## src/core/adm_pkg.sv

```systemverilog
`default_nettype none
package adm_pkg;

	// ------------------------------------------------------------
	// register map (word index on the plain register port)
	// ------------------------------------------------------------
	localparam logic [1:0]  ADDR_MODE   = 2'h0;
	localparam logic [1:0]  ADDR_GPO    = 2'h1;
	localparam logic [1:0]  ADDR_ERR    = 2'h2;
	localparam logic [1:0]  ADDR_SERVO  = 2'h3;
	localparam logic [15:0] MODE_RESET  = 16'h0000;
	localparam logic [7:0]  GPO_RESET   = 8'h00;
	localparam logic [1:0]  SERVO_RESET = 2'h0;

	// ------------------------------------------------------------
	// field positions
	// ------------------------------------------------------------
	localparam int ERR_ALARM_BIT     = 14;
	localparam int SERVO_ALM_EN_BIT  = 0;
	localparam int SERVO_INP_POL_BIT = 1;
	localparam int FE_SERVO_GRP      = 2;
	localparam int FE_JOG_GRP        = 3;
	localparam int OUT_SRISE = 0;
	localparam int OUT_SFALL = 1;
	localparam int OUT_PLUS_COMPARE_FLAG  = 2;
	localparam int OUT_MINUS_COMPARE_FLAG  = 3;
	localparam int OUT_DRIVE = 4;
	localparam int OUT_ACCEL = 5;
	localparam int OUT_CONST = 6;
	localparam int OUT_DECEL = 7;

	// ------------------------------------------------------------
	// filter timing: shortest delay, longer settings scale by 2^(n+6)
	// ------------------------------------------------------------
	localparam int FILT_BASE_NS   = 2000;
	localparam int CLK_PERIOD_NS  = 100;
	localparam int FILT_BASE_CYC  = (FILT_BASE_NS + CLK_PERIOD_NS - 1) / CLK_PERIOD_NS;
	localparam int FILT_SHIFT_OFS = 6;
	localparam int FILT_CNT_W     = 18;

	typedef enum logic [1:0] {
		EXT_OFF   = 2'h0,
		EXT_CONT  = 2'h1,
		EXT_FIXED = 2'h2,
		EXT_HAND  = 2'h3
	} adm_ext_mode_type;

	typedef struct packed {
		logic [2:0]       filt_time;
		logic [4:0]       filt_en;
		logic             out_sel;
		logic             variable_ring_enable;
		logic             tri_prev;
		adm_ext_mode_type ext_mode;
		logic             s_curve;
		logic             sep_decel;
		logic             manual_decel;
	} adm_mode_type;

	typedef struct packed {
		logic srise;
		logic sfall;
		logic driving;
		logic accel;
		logic const_spd;
		logic decel;
	} adm_drive_status_type;

	typedef struct packed {
		logic cont_plus;
		logic cont_minus;
		logic start_plus;
		logic start_minus;
	} adm_jog_req_type;

endpackage
`default_nettype wire

```

## src/core/adm_top.sv

```systemverilog
`timescale 1ns/1ps
`default_nettype none

module adm_top #(
	parameter logic [17:0] FILT_BASE_CYC = 18'(adm_pkg::FILT_BASE_CYC)
) (
	// clock and reset
	input  wire logic                          clk,
	input  wire logic                          rst_b,
	// register port
	input  wire logic [1:0]                    reg_addr,
	input  wire logic [15:0]                   reg_wdata,
	input  wire logic                          reg_wr,
	input  wire logic                          reg_rd,
	output var  logic [15:0]                   reg_rdata,
	// pins from servo driver and jog switches (active low jog)
	input  wire logic                          servo_alarm_input,
	input  wire logic                          in_position_input,
	input  wire logic                          jog_plus_input,
	input  wire logic                          jog_minus_input,
	output var  logic [7:0]                    axis_output_pins,
	// from the pulse engine
	input  wire adm_pkg::adm_drive_status_type drive_status,
	input  wire logic [31:0]                   pos_count,
	input  wire logic [31:0]                   comp_plus,
	input  wire logic [31:0]                   comp_minus,
	input  wire logic [15:0]                   accel_rate,
	input  wire logic [15:0]                   decel_rate,
	input  wire logic                          auto_decel_hit,
	input  wire logic                          manual_decel_hit,
	// to the pulse engine
	output var  logic [15:0]                   ramp_rate,
	output var  logic                          decel_start,
	output var  logic                          s_curve_en,
	output var  logic                          tri_prevent_en,
	output var  logic                          variable_ring_enable_en,
	output var  logic                          alarm_stop,
	output var  logic                          in_position_active,
	output var  adm_pkg::adm_jog_req_type      jog_req
);

	// ------------------------------------------------------------
	// reset release
	// ------------------------------------------------------------
	logic rst_s1;
	logic rst_n;

	// async assert, sync release
	always_ff @(posedge clk or negedge rst_b) begin
		if (!rst_b) begin
			rst_s1 <= 1'b0;
			rst_n  <= 1'b0;
		end else begin
			rst_s1 <= 1'b1;
			rst_n  <= rst_s1;
		end
	end

	// ------------------------------------------------------------
	// registers
	// ------------------------------------------------------------
	adm_pkg::adm_mode_type mode;
	logic [7:0]            gpo;
	logic [1:0]            servo_cfg;
	logic                  alarm_flag;

	// mode register
	always_ff @(posedge clk or negedge rst_n) begin
		if (!rst_n) begin
			mode <= adm_pkg::adm_mode_type'(adm_pkg::MODE_RESET);
		end else if (reg_wr && reg_addr == adm_pkg::ADDR_MODE) begin
			mode <= adm_pkg::adm_mode_type'(reg_wdata);
		end
	end

	// general output and servo config
	always_ff @(posedge clk or negedge rst_n) begin
		if (!rst_n) begin
			gpo       <= adm_pkg::GPO_RESET;
			servo_cfg <= adm_pkg::SERVO_RESET;
		end else if (reg_wr) begin
			if (reg_addr == adm_pkg::ADDR_GPO) begin
				gpo <= reg_wdata[7:0];
			end
			if (reg_addr == adm_pkg::ADDR_SERVO) begin
				servo_cfg <= reg_wdata[1:0];
			end
		end
	end

	// read data stands only in the cycle after the strobe
	always_ff @(posedge clk or negedge rst_n) begin
		if (!rst_n) begin
			reg_rdata <= 16'h0000;
		end else if (reg_rd) begin
			unique case (reg_addr)
				adm_pkg::ADDR_MODE:  reg_rdata <= 16'(mode);
				adm_pkg::ADDR_GPO:   reg_rdata <= {8'h00, gpo};
				adm_pkg::ADDR_ERR:   reg_rdata <= 16'(alarm_flag) << adm_pkg::ERR_ALARM_BIT;
				adm_pkg::ADDR_SERVO: reg_rdata <= {14'h0000, servo_cfg};
			endcase
		end else begin
			reg_rdata <= 16'h0000;
		end
	end

	// ------------------------------------------------------------
	// pin synchronisers and noise filters
	// ------------------------------------------------------------
	// index 0 alarm, 1 in-position, 2 jog plus, 3 jog minus
	logic [3:0] pin_s1;
	logic [3:0] pin_s2;
	logic [3:0] pin_f;

	// idle high so no false jog edge after reset
	always_ff @(posedge clk or negedge rst_n) begin
		if (!rst_n) begin
			pin_s1 <= 4'hF;
			pin_s2 <= 4'hF;
		end else begin
			pin_s1 <= {jog_minus_input, jog_plus_input, in_position_input, servo_alarm_input};
			pin_s2 <= pin_s1;
		end
	end

	// settle time in cycles for a time constant code
	function automatic logic [17:0] filt_limit(input logic [2:0] code);
		if (code == 3'h0) begin
			filt_limit = FILT_BASE_CYC;
		end else begin
			filt_limit = FILT_BASE_CYC << (32'(code) + adm_pkg::FILT_SHIFT_OFS);
		end
	endfunction

	logic [17:0] filt_max;
	assign filt_max = filt_limit(mode.filt_time);

	genvar gi;
	generate
		for (gi = 0; gi < 4; gi++) begin : g_filt
			logic [17:0] cnt;
			logic        grp_en;
			// alarm and in-position share one enable, jogs the other
			assign grp_en = (gi < 2) ? mode.filt_en[adm_pkg::FE_SERVO_GRP]
			                         : mode.filt_en[adm_pkg::FE_JOG_GRP];
			// a level must hold for the whole time before it passes
			always_ff @(posedge clk or negedge rst_n) begin
				if (!rst_n) begin
					cnt      <= 18'h00000;
					pin_f[gi] <= 1'b1;
				end else if (!grp_en || pin_s2[gi] == pin_f[gi]) begin
					cnt       <= 18'h00000;
					pin_f[gi] <= pin_s2[gi];
				end else if (cnt >= filt_max - 18'h00001) begin
					cnt       <= 18'h00000;
					pin_f[gi] <= pin_s2[gi];
				end else begin
					cnt <= cnt + 18'h00001;
				end
			end
		end
	endgenerate

	// ------------------------------------------------------------
	// servo alarm and in-position
	// ------------------------------------------------------------
	logic alarm_hit;
	assign alarm_hit = servo_cfg[adm_pkg::SERVO_ALM_EN_BIT] && !pin_f[0];

	// alarm shows while present and enabled; drive is held stopped
	always_ff @(posedge clk or negedge rst_n) begin
		if (!rst_n) begin
			alarm_flag <= 1'b0;
			alarm_stop <= 1'b0;
		end else begin
			alarm_flag <= alarm_hit;
			alarm_stop <= alarm_hit;
		end
	end

	// polarity bit 0: low is active
	always_ff @(posedge clk or negedge rst_n) begin
		if (!rst_n) begin
			in_position_active <= 1'b0;
		end else begin
			in_position_active <= servo_cfg[adm_pkg::SERVO_INP_POL_BIT] ? pin_f[1] : !pin_f[1];
		end
	end

	// ------------------------------------------------------------
	// external jog inputs
	// ------------------------------------------------------------
	logic jp_q;
	logic jm_q;
	logic jp_fall;
	logic jp_rise;
	logic jm_fall;

	// edge history of the filtered jog levels
	always_ff @(posedge clk or negedge rst_n) begin
		if (!rst_n) begin
			jp_q <= 1'b1;
			jm_q <= 1'b1;
		end else begin
			jp_q <= pin_f[2];
			jm_q <= pin_f[3];
		end
	end

	assign jp_fall = jp_q && !pin_f[2];
	assign jp_rise = !jp_q && pin_f[2];
	assign jm_fall = jm_q && !pin_f[3];

	// starts are single-cycle pulses; alarm blocks every request
	always_ff @(posedge clk or negedge rst_n) begin
		if (!rst_n) begin
			jog_req <= '0;
		end else begin
			jog_req <= '0;
			if (!alarm_hit) begin
				unique case (mode.ext_mode)
					adm_pkg::EXT_OFF: begin
					end
					adm_pkg::EXT_CONT: begin
						jog_req.cont_plus  <= !pin_f[2];
						jog_req.cont_minus <= !pin_f[3];
					end
					adm_pkg::EXT_FIXED: begin
						jog_req.start_plus  <= jp_fall;
						jog_req.start_minus <= jm_fall;
					end
					adm_pkg::EXT_HAND: begin
						jog_req.start_plus  <= jp_rise && !pin_f[3];
						jog_req.start_minus <= jp_fall && !pin_f[3];
					end
				endcase
			end
		end
	end

	// ------------------------------------------------------------
	// ramp configuration to the pulse engine
	// ------------------------------------------------------------
	// rate and decel point picked per cycle so a phase change lands on the next cycle
	always_ff @(posedge clk or negedge rst_n) begin
		if (!rst_n) begin
			ramp_rate      <= 16'h0000;
			decel_start    <= 1'b0;
			s_curve_en     <= 1'b0;
			tri_prevent_en <= 1'b0;
			variable_ring_enable_en       <= 1'b0;
		end else begin
			ramp_rate      <= (mode.sep_decel && drive_status.decel) ? decel_rate : accel_rate;
			decel_start    <= mode.manual_decel ? manual_decel_hit : auto_decel_hit;
			s_curve_en     <= mode.s_curve;
			tri_prevent_en <= mode.tri_prev;
			variable_ring_enable_en       <= mode.variable_ring_enable;
		end
	end

	// ------------------------------------------------------------
	// output pins
	// ------------------------------------------------------------
	logic [7:0] status_pins;
	logic       run;
	assign run = drive_status.driving;

	// compare flags are signed; phase pins only during a drive
	always_comb begin
		status_pins = 8'h00;
		status_pins[adm_pkg::OUT_SRISE] = drive_status.srise;
		status_pins[adm_pkg::OUT_SFALL] = drive_status.sfall;
		status_pins[adm_pkg::OUT_PLUS_COMPARE_FLAG]  = $signed(pos_count) >= $signed(comp_plus);
		status_pins[adm_pkg::OUT_MINUS_COMPARE_FLAG]  = $signed(pos_count) < $signed(comp_minus);
		status_pins[adm_pkg::OUT_DRIVE] = run;
		status_pins[adm_pkg::OUT_ACCEL] = run && drive_status.accel;
		status_pins[adm_pkg::OUT_CONST] = run && drive_status.const_spd;
		status_pins[adm_pkg::OUT_DECEL] = run && drive_status.decel;
	end

	// pins low from reset until software writes
	always_ff @(posedge clk or negedge rst_n) begin
		if (!rst_n) begin
			axis_output_pins <= 8'h00;
		end else begin
			axis_output_pins <= mode.out_sel ? status_pins : gpo;
		end
	end
endmodule
`default_nettype wire

```

## config.mk

```make
export PLATFORM = sky130hd
export DESIGN_NAME = adm_top
export DESIGN_NICKNAME = d
export VERILOG_FILES = /design/src/core/adm_pkg.sv /design/src/core/adm_top.sv
export SDC_FILE = /design/constraint.sdc
export NUM_CORES = 1
export LEC_CHECK = 0
export BUFFER_PORTS_ARGS = -buffer_cell sky130_fd_sc_hd__buf_2
export CAP_MARGIN = 25
export CORE_UTILIZATION = 50
export DETAILED_ROUTE_END_ITERATION = 10
export PLACE_DENSITY = 0.87
export SLEW_MARGIN = 20
export SYNTH_ARGS = -nofsm -noshare
export SYNTH_HDL_FRONTEND = slang
export SYNTH_SLANG_ARGS = --single-unit
```

## constraint.sdc

```tcl
create_clock -name clk -period 4.6 [get_ports clk]
set_input_delay 0.23 -clock clk [delete_from_list [all_inputs] [get_ports clk]]
set_output_delay 0.23 -clock clk [all_outputs]
set_load 0.1 [all_outputs]
```

==> qor.log <==
INFO  outcome        run_status=finished, final reports clean
INFO  min_path       timing.hold.worst.class=input port to flop
INFO  clock_network  cts_root_buffer=sky130_fd_sc_hd__clkbuf_16
INFO  setup_path     worst_reg2reg_path_depth=17
INFO  power          power_frac_comb=0.301
INFO  sta            fin_tns_setup=0ps
INFO  setup_path     cp.buffers_inverters=3
INFO  routing        routedWlPerCell=16.9um
INFO  grt            grt.met1_usage=0.256
INFO  power          ir_drop=0.000328V
INFO  setup_path     critPathArrivalTime=4740ps
INFO  grt            globalRoute.busiestLayer=met2
INFO  sta            holdWs=9.75ps
INFO  floorplanning  row_count=50
INFO  setup_path     critical_path.top_delay_family=compound AO/OA/AOI/OAI gates
INFO  logic_synthesis synth_flop_cell=sky130_fd_sc_hd__dfrtp_1
INFO  power          net-switching-power=1750uW
INFO  clock_network  tritoncts=built
INFO  setup_path     critical_path_cell_count=17
INFO  floorplanning  ios=212
INFO  setup_path     cp_common_cell=sky130_fd_sc_hd__a21oi_1
INFO  logic_synthesis postSynthNetCount=1264
INFO  power          p_int=2790uW
INFO  clock_network  cts.sink_count=164
INFO  setup_path     regToRegEndpoint=pin_f[2]
INFO  logic_synthesis postSynthAreaPerCell=10.1um^2
INFO  routing        routed_vias=8018
INFO  power          seq_power_share=0.371
INFO  clock_network  tritoncts.num_buffers=17
INFO  placement      post-place-ws=177ps
INFO  sta            final_report_setup_violation_count=0
INFO  grt            total_global_routing_track_utilization=0.246
INFO  placement      detailedPlacementHpwl=18.3mm
INFO  floorplanning  initial_utilization=0.518
INFO  logic_synthesis postSynthRegisterBits=164
INFO  grt            grt_overflow=0
INFO  clock_network  ctsHtreeMaxLevel=4
INFO  power          pwr_density=382nW/um^2
INFO  clock_network  clk-insertion-delay-late=450ps
INFO  routing        post-route-drc-count=0
INFO  min_path       holdCritStartpoint=reg_wdata[13]
INFO  grt            grtUsageMet3=0.0562
INFO  logic_synthesis ys_seq_area_frac=0.420
INFO  routing        detailedRoute.firstPassIterationCount=6
INFO  setup_path     crit_end=pin_f[2]
INFO  setup_path     worst_setup_path_startpoint=mode[15]
INFO  logic_synthesis post_synthesis_cell_area=9810um^2
INFO  sta            shortest_period_the_worst_path_allows=4380ps
INFO  grt            grtUsageMet2=0.436
INFO  power          power_leakage=0.00621uW
INFO  power          p_clk_frac=0.328
INFO  clock_network  clock_tree.buffer_depth=2
INFO  final_layout   areaGrowthSynthToFinish=20.9%
INFO  sta            fin_worst_skew=19.5ps
INFO  sta            max_freq=0.228GHz
INFO  final_layout   num-nets-final=1486
INFO  final_layout   drive_gt1_frac=0.265
INFO  logic_synthesis synth_top_cell_by_area=sky130_fd_sc_hd__dfrtp_1
INFO  grt            initial_antenna_violation_count=2
INFO  grt            via_count_of_the_first_global_routing_pass=8075
INFO  grt            grt_max_degree=91
INFO  logic_synthesis post_synth_inst_count=971
INFO  sta            slew_viol_final=0
INFO  sta            grt_setup_unrepaired=false
INFO  setup_path     crit_required=4960ps
INFO  sta            slew_headroom=0.341
INFO  setup_path     rrSetupSlack=220ps
INFO  final_layout   finish.cell_count_without_fillers=1469
INFO  logic_synthesis synth.yosys.warnings=0
INFO  sta            post-route-period-util=0.952
INFO  floorplanning  die-area=20200um^2
INFO  logic_synthesis synth-async-reset-ratio=1.00
INFO  setup_path     timing.setup.critical_path_class=flop to flop
INFO  power          p_sw_frac=0.386
INFO  logic_synthesis yosysMostFrequentCell=sky130_fd_sc_hd__dfrtp_1
INFO  final_layout   filler_cell_count=1488
INFO  routing        vias_per_cell=5.46
INFO  routing        detail-route-antenna-nets=0
INFO  setup_path     start_kind=flop
INFO  setup_path     critPathCaptureType=flop
INFO  logic_synthesis synth_top_cells_by_count=sky130_fd_sc_hd__dfrtp_1, sky130_fd_sc_hd__ha_1, sky130_fd_sc_hd__nor2_1
INFO  logic_synthesis yosys.area.top_type_share=0.383
INFO  logic_synthesis synth.lib_cells_used.distinct=48
INFO  placement      gp_congestion=0.849
INFO  floorplanning  coreArea=19000um^2
INFO  routing        drt_iter0_markers=394
INFO  sta            finalHoldViolations=0
INFO  floorplanning  fp.dieH=142um
INFO  placement      io_buffer_count=211
INFO  clock_network  clk_transition_reported_paths=70ps
INFO  setup_path     list_of_cells_traversed_by_the_critical_path=inv_1 > ha_2 > nand2_1 > inv_1 > nand2_1 > a21oi_1 > inv_1 > ha_1 > o21ai_0 > a21oi_1 > a21oi_1 > ha_1 > o21ai_0 > a21oi_1 > a221o_1 > a21o_1 > mux2_4
INFO  logic_synthesis synth_edf_count=0
INFO  job            maxCapViolations=0
INFO  logic_synthesis synth_top_cells_by_area=sky130_fd_sc_hd__dfrtp_1, sky130_fd_sc_hd__ha_1, sky130_fd_sc_hd__mux2_2, sky130_fd_sc_hd__xor2_1, sky130_fd_sc_hd__nor2_1
INFO  setup_path     reg2reg_from=mode[15]
INFO  min_path       cell_count_of_the_worst_hold_path=3
INFO  routing        wl=24.8mm
INFO  sta            tightestPinTransition=988ps
INFO  setup_path     timing.critical_path.slowest_stage_cell=sky130_fd_sc_hd__dfrtp_1
INFO  setup_path     worst-path-max-fanout=19
INFO  floorplanning  die_w=142um
INFO  setup_path     critPathMaxStageDelay=450ps
INFO  sta            final.setup.worst_slack=219ps
INFO  grt            global_route_wire_length_before_repair=38.5mm
INFO  placement      place.detailed.instances=1426
[cells by family (layout without fill, tap and decap cells)]
family,count (synthesis),after routing,synth area share
and+or+nand+nor,291,291,0.143
DFF,164,164,0.420
AOI/OAI and AO/OA,145,145,0.0912
adders and majority gates,131,131,0.167
buffers and inverters,108,343,0.0460
xor gates and xnor gates,72,72,0.0643
muxes,59,59,0.0680
other,1,4,0.000382
[layout make-up]
cell class	instances	area (um^2)	share of cell area
Clock inverter	15	201	0.0170
Sequential cell	164	4130	0.348
Timing Repair Buffer	224	1200	0.101
Inverter	87	327	0.0275
Antenna cell	3	7.51	0.000633
Tap cell	260	325	0.0274
Clock buffer	17	425	0.0359
Multi-Input combinational cell	699	5250	0.443
[per-stage QoR]
stage | cell area, um^2 | power, uW | util
global route | 11900 | 4730 | 0.626
detailed placement | 11100 | 3030 | 0.587
floorplan | 9810 | 2680 | -
finish | 11900 | 4540 | 0.626
CTS | 11800 | 4530 | 0.623
global placement | 11100 | 2980 | 0.587
[per-layer routing]
layer | vias to the layer above | routed length [um]
met4 | 0 | 1530
met3 | 100 | 1450
met2 | 309 | 12600
met5 | - | 0
met1 | 3787 | 9280
li1 | 3822 | -
[power groups by stage]
stage               Clock [uW]  Sequential, uW  Combinational [uW]
finish                    1490            1680                1370
global route              1570            1700                1470
CTS                       1510            1690                1340
detailed placement           0            1710                1320
global placement             0            1700                1280
floorplan                    0            2100                 583
[state kept, by name, summed over array words and instances, names as in the netlist, 2 cells and up]
name / cells
ramp_rate: 16
reg_rdata: 16
gpo: 8
mode: 14
pin_s2: 4
g_filt.cnt: 72
jog_req: 4
pin_s1: 4
g_filt.grp_en: 2
servo_cfg: 2
pin_f: 4
axis_output_pins: 8
[worst min-delay path, delay by kind of cell]
family / cells / cell delay [ps]
buffers and inverters: 1 / 80
AO/OA/AOI/OAI: 1 / 60
AND/OR/NAND/NOR: 1 / 40
[repair_timing]
action | 4_1_cts | 5_1_grt
endpoints found under the setup margin | 0 | 22
gates resized for setup | 0 | 3
setup buffers | 0 | 2
hold buffers | 5 | 0
endpoints found under the hold margin | 6 | 0
[worst min-delay path by stage]
stage / to / slack [ps]
after detailed placement: rst_s1 / 20
after global placement: rst_s1 / 20
after CTS: mode[13] / 3
final: mode[13] / 10
after global routing: decel_start / 5
after floorplan: rst_n / -70
[cells in the final DEF, fill, tap and decap left out, types with 5 or more instances in the layout]
cell	netlist	routed
sky130_fd_sc_hd__nand3b_1	5	5
sky130_fd_sc_hd__a21oi_1	52	52
sky130_fd_sc_hd__mux2i_1	10	10
sky130_fd_sc_hd__inv_1	87	87
sky130_fd_sc_hd__and3_1	26	26
sky130_fd_sc_hd__dfstp_2	14	14
sky130_fd_sc_hd__buf_2	7	211
sky130_fd_sc_hd__a21o_1	33	32
sky130_fd_sc_hd__ha_1	131	130
sky130_fd_sc_hd__dlygate4sd3_1	0	5
sky130_fd_sc_hd__nand3_1	43	43
sky130_fd_sc_hd__o211ai_1	6	6
sky130_fd_sc_hd__clkbuf_16	0	17
sky130_fd_sc_hd__dfrtp_1	150	149
sky130_fd_sc_hd__nand4_1	25	25
sky130_fd_sc_hd__xnor2_1	24	24
sky130_fd_sc_hd__nand2b_1	5	5
sky130_fd_sc_hd__nor3_1	12	12
sky130_fd_sc_hd__nor2b_1	10	10
sky130_fd_sc_hd__xor2_1	48	48
sky130_fd_sc_hd__buf_4	0	6
sky130_fd_sc_hd__nor2_1	107	107
sky130_fd_sc_hd__nand2_1	44	44
sky130_fd_sc_hd__o21ai_0	30	30
sky130_fd_sc_hd__inv_8	0	5
sky130_fd_sc_hd__mux2_2	45	45
No activity file was read; power rests on OpenSTA's default activity.
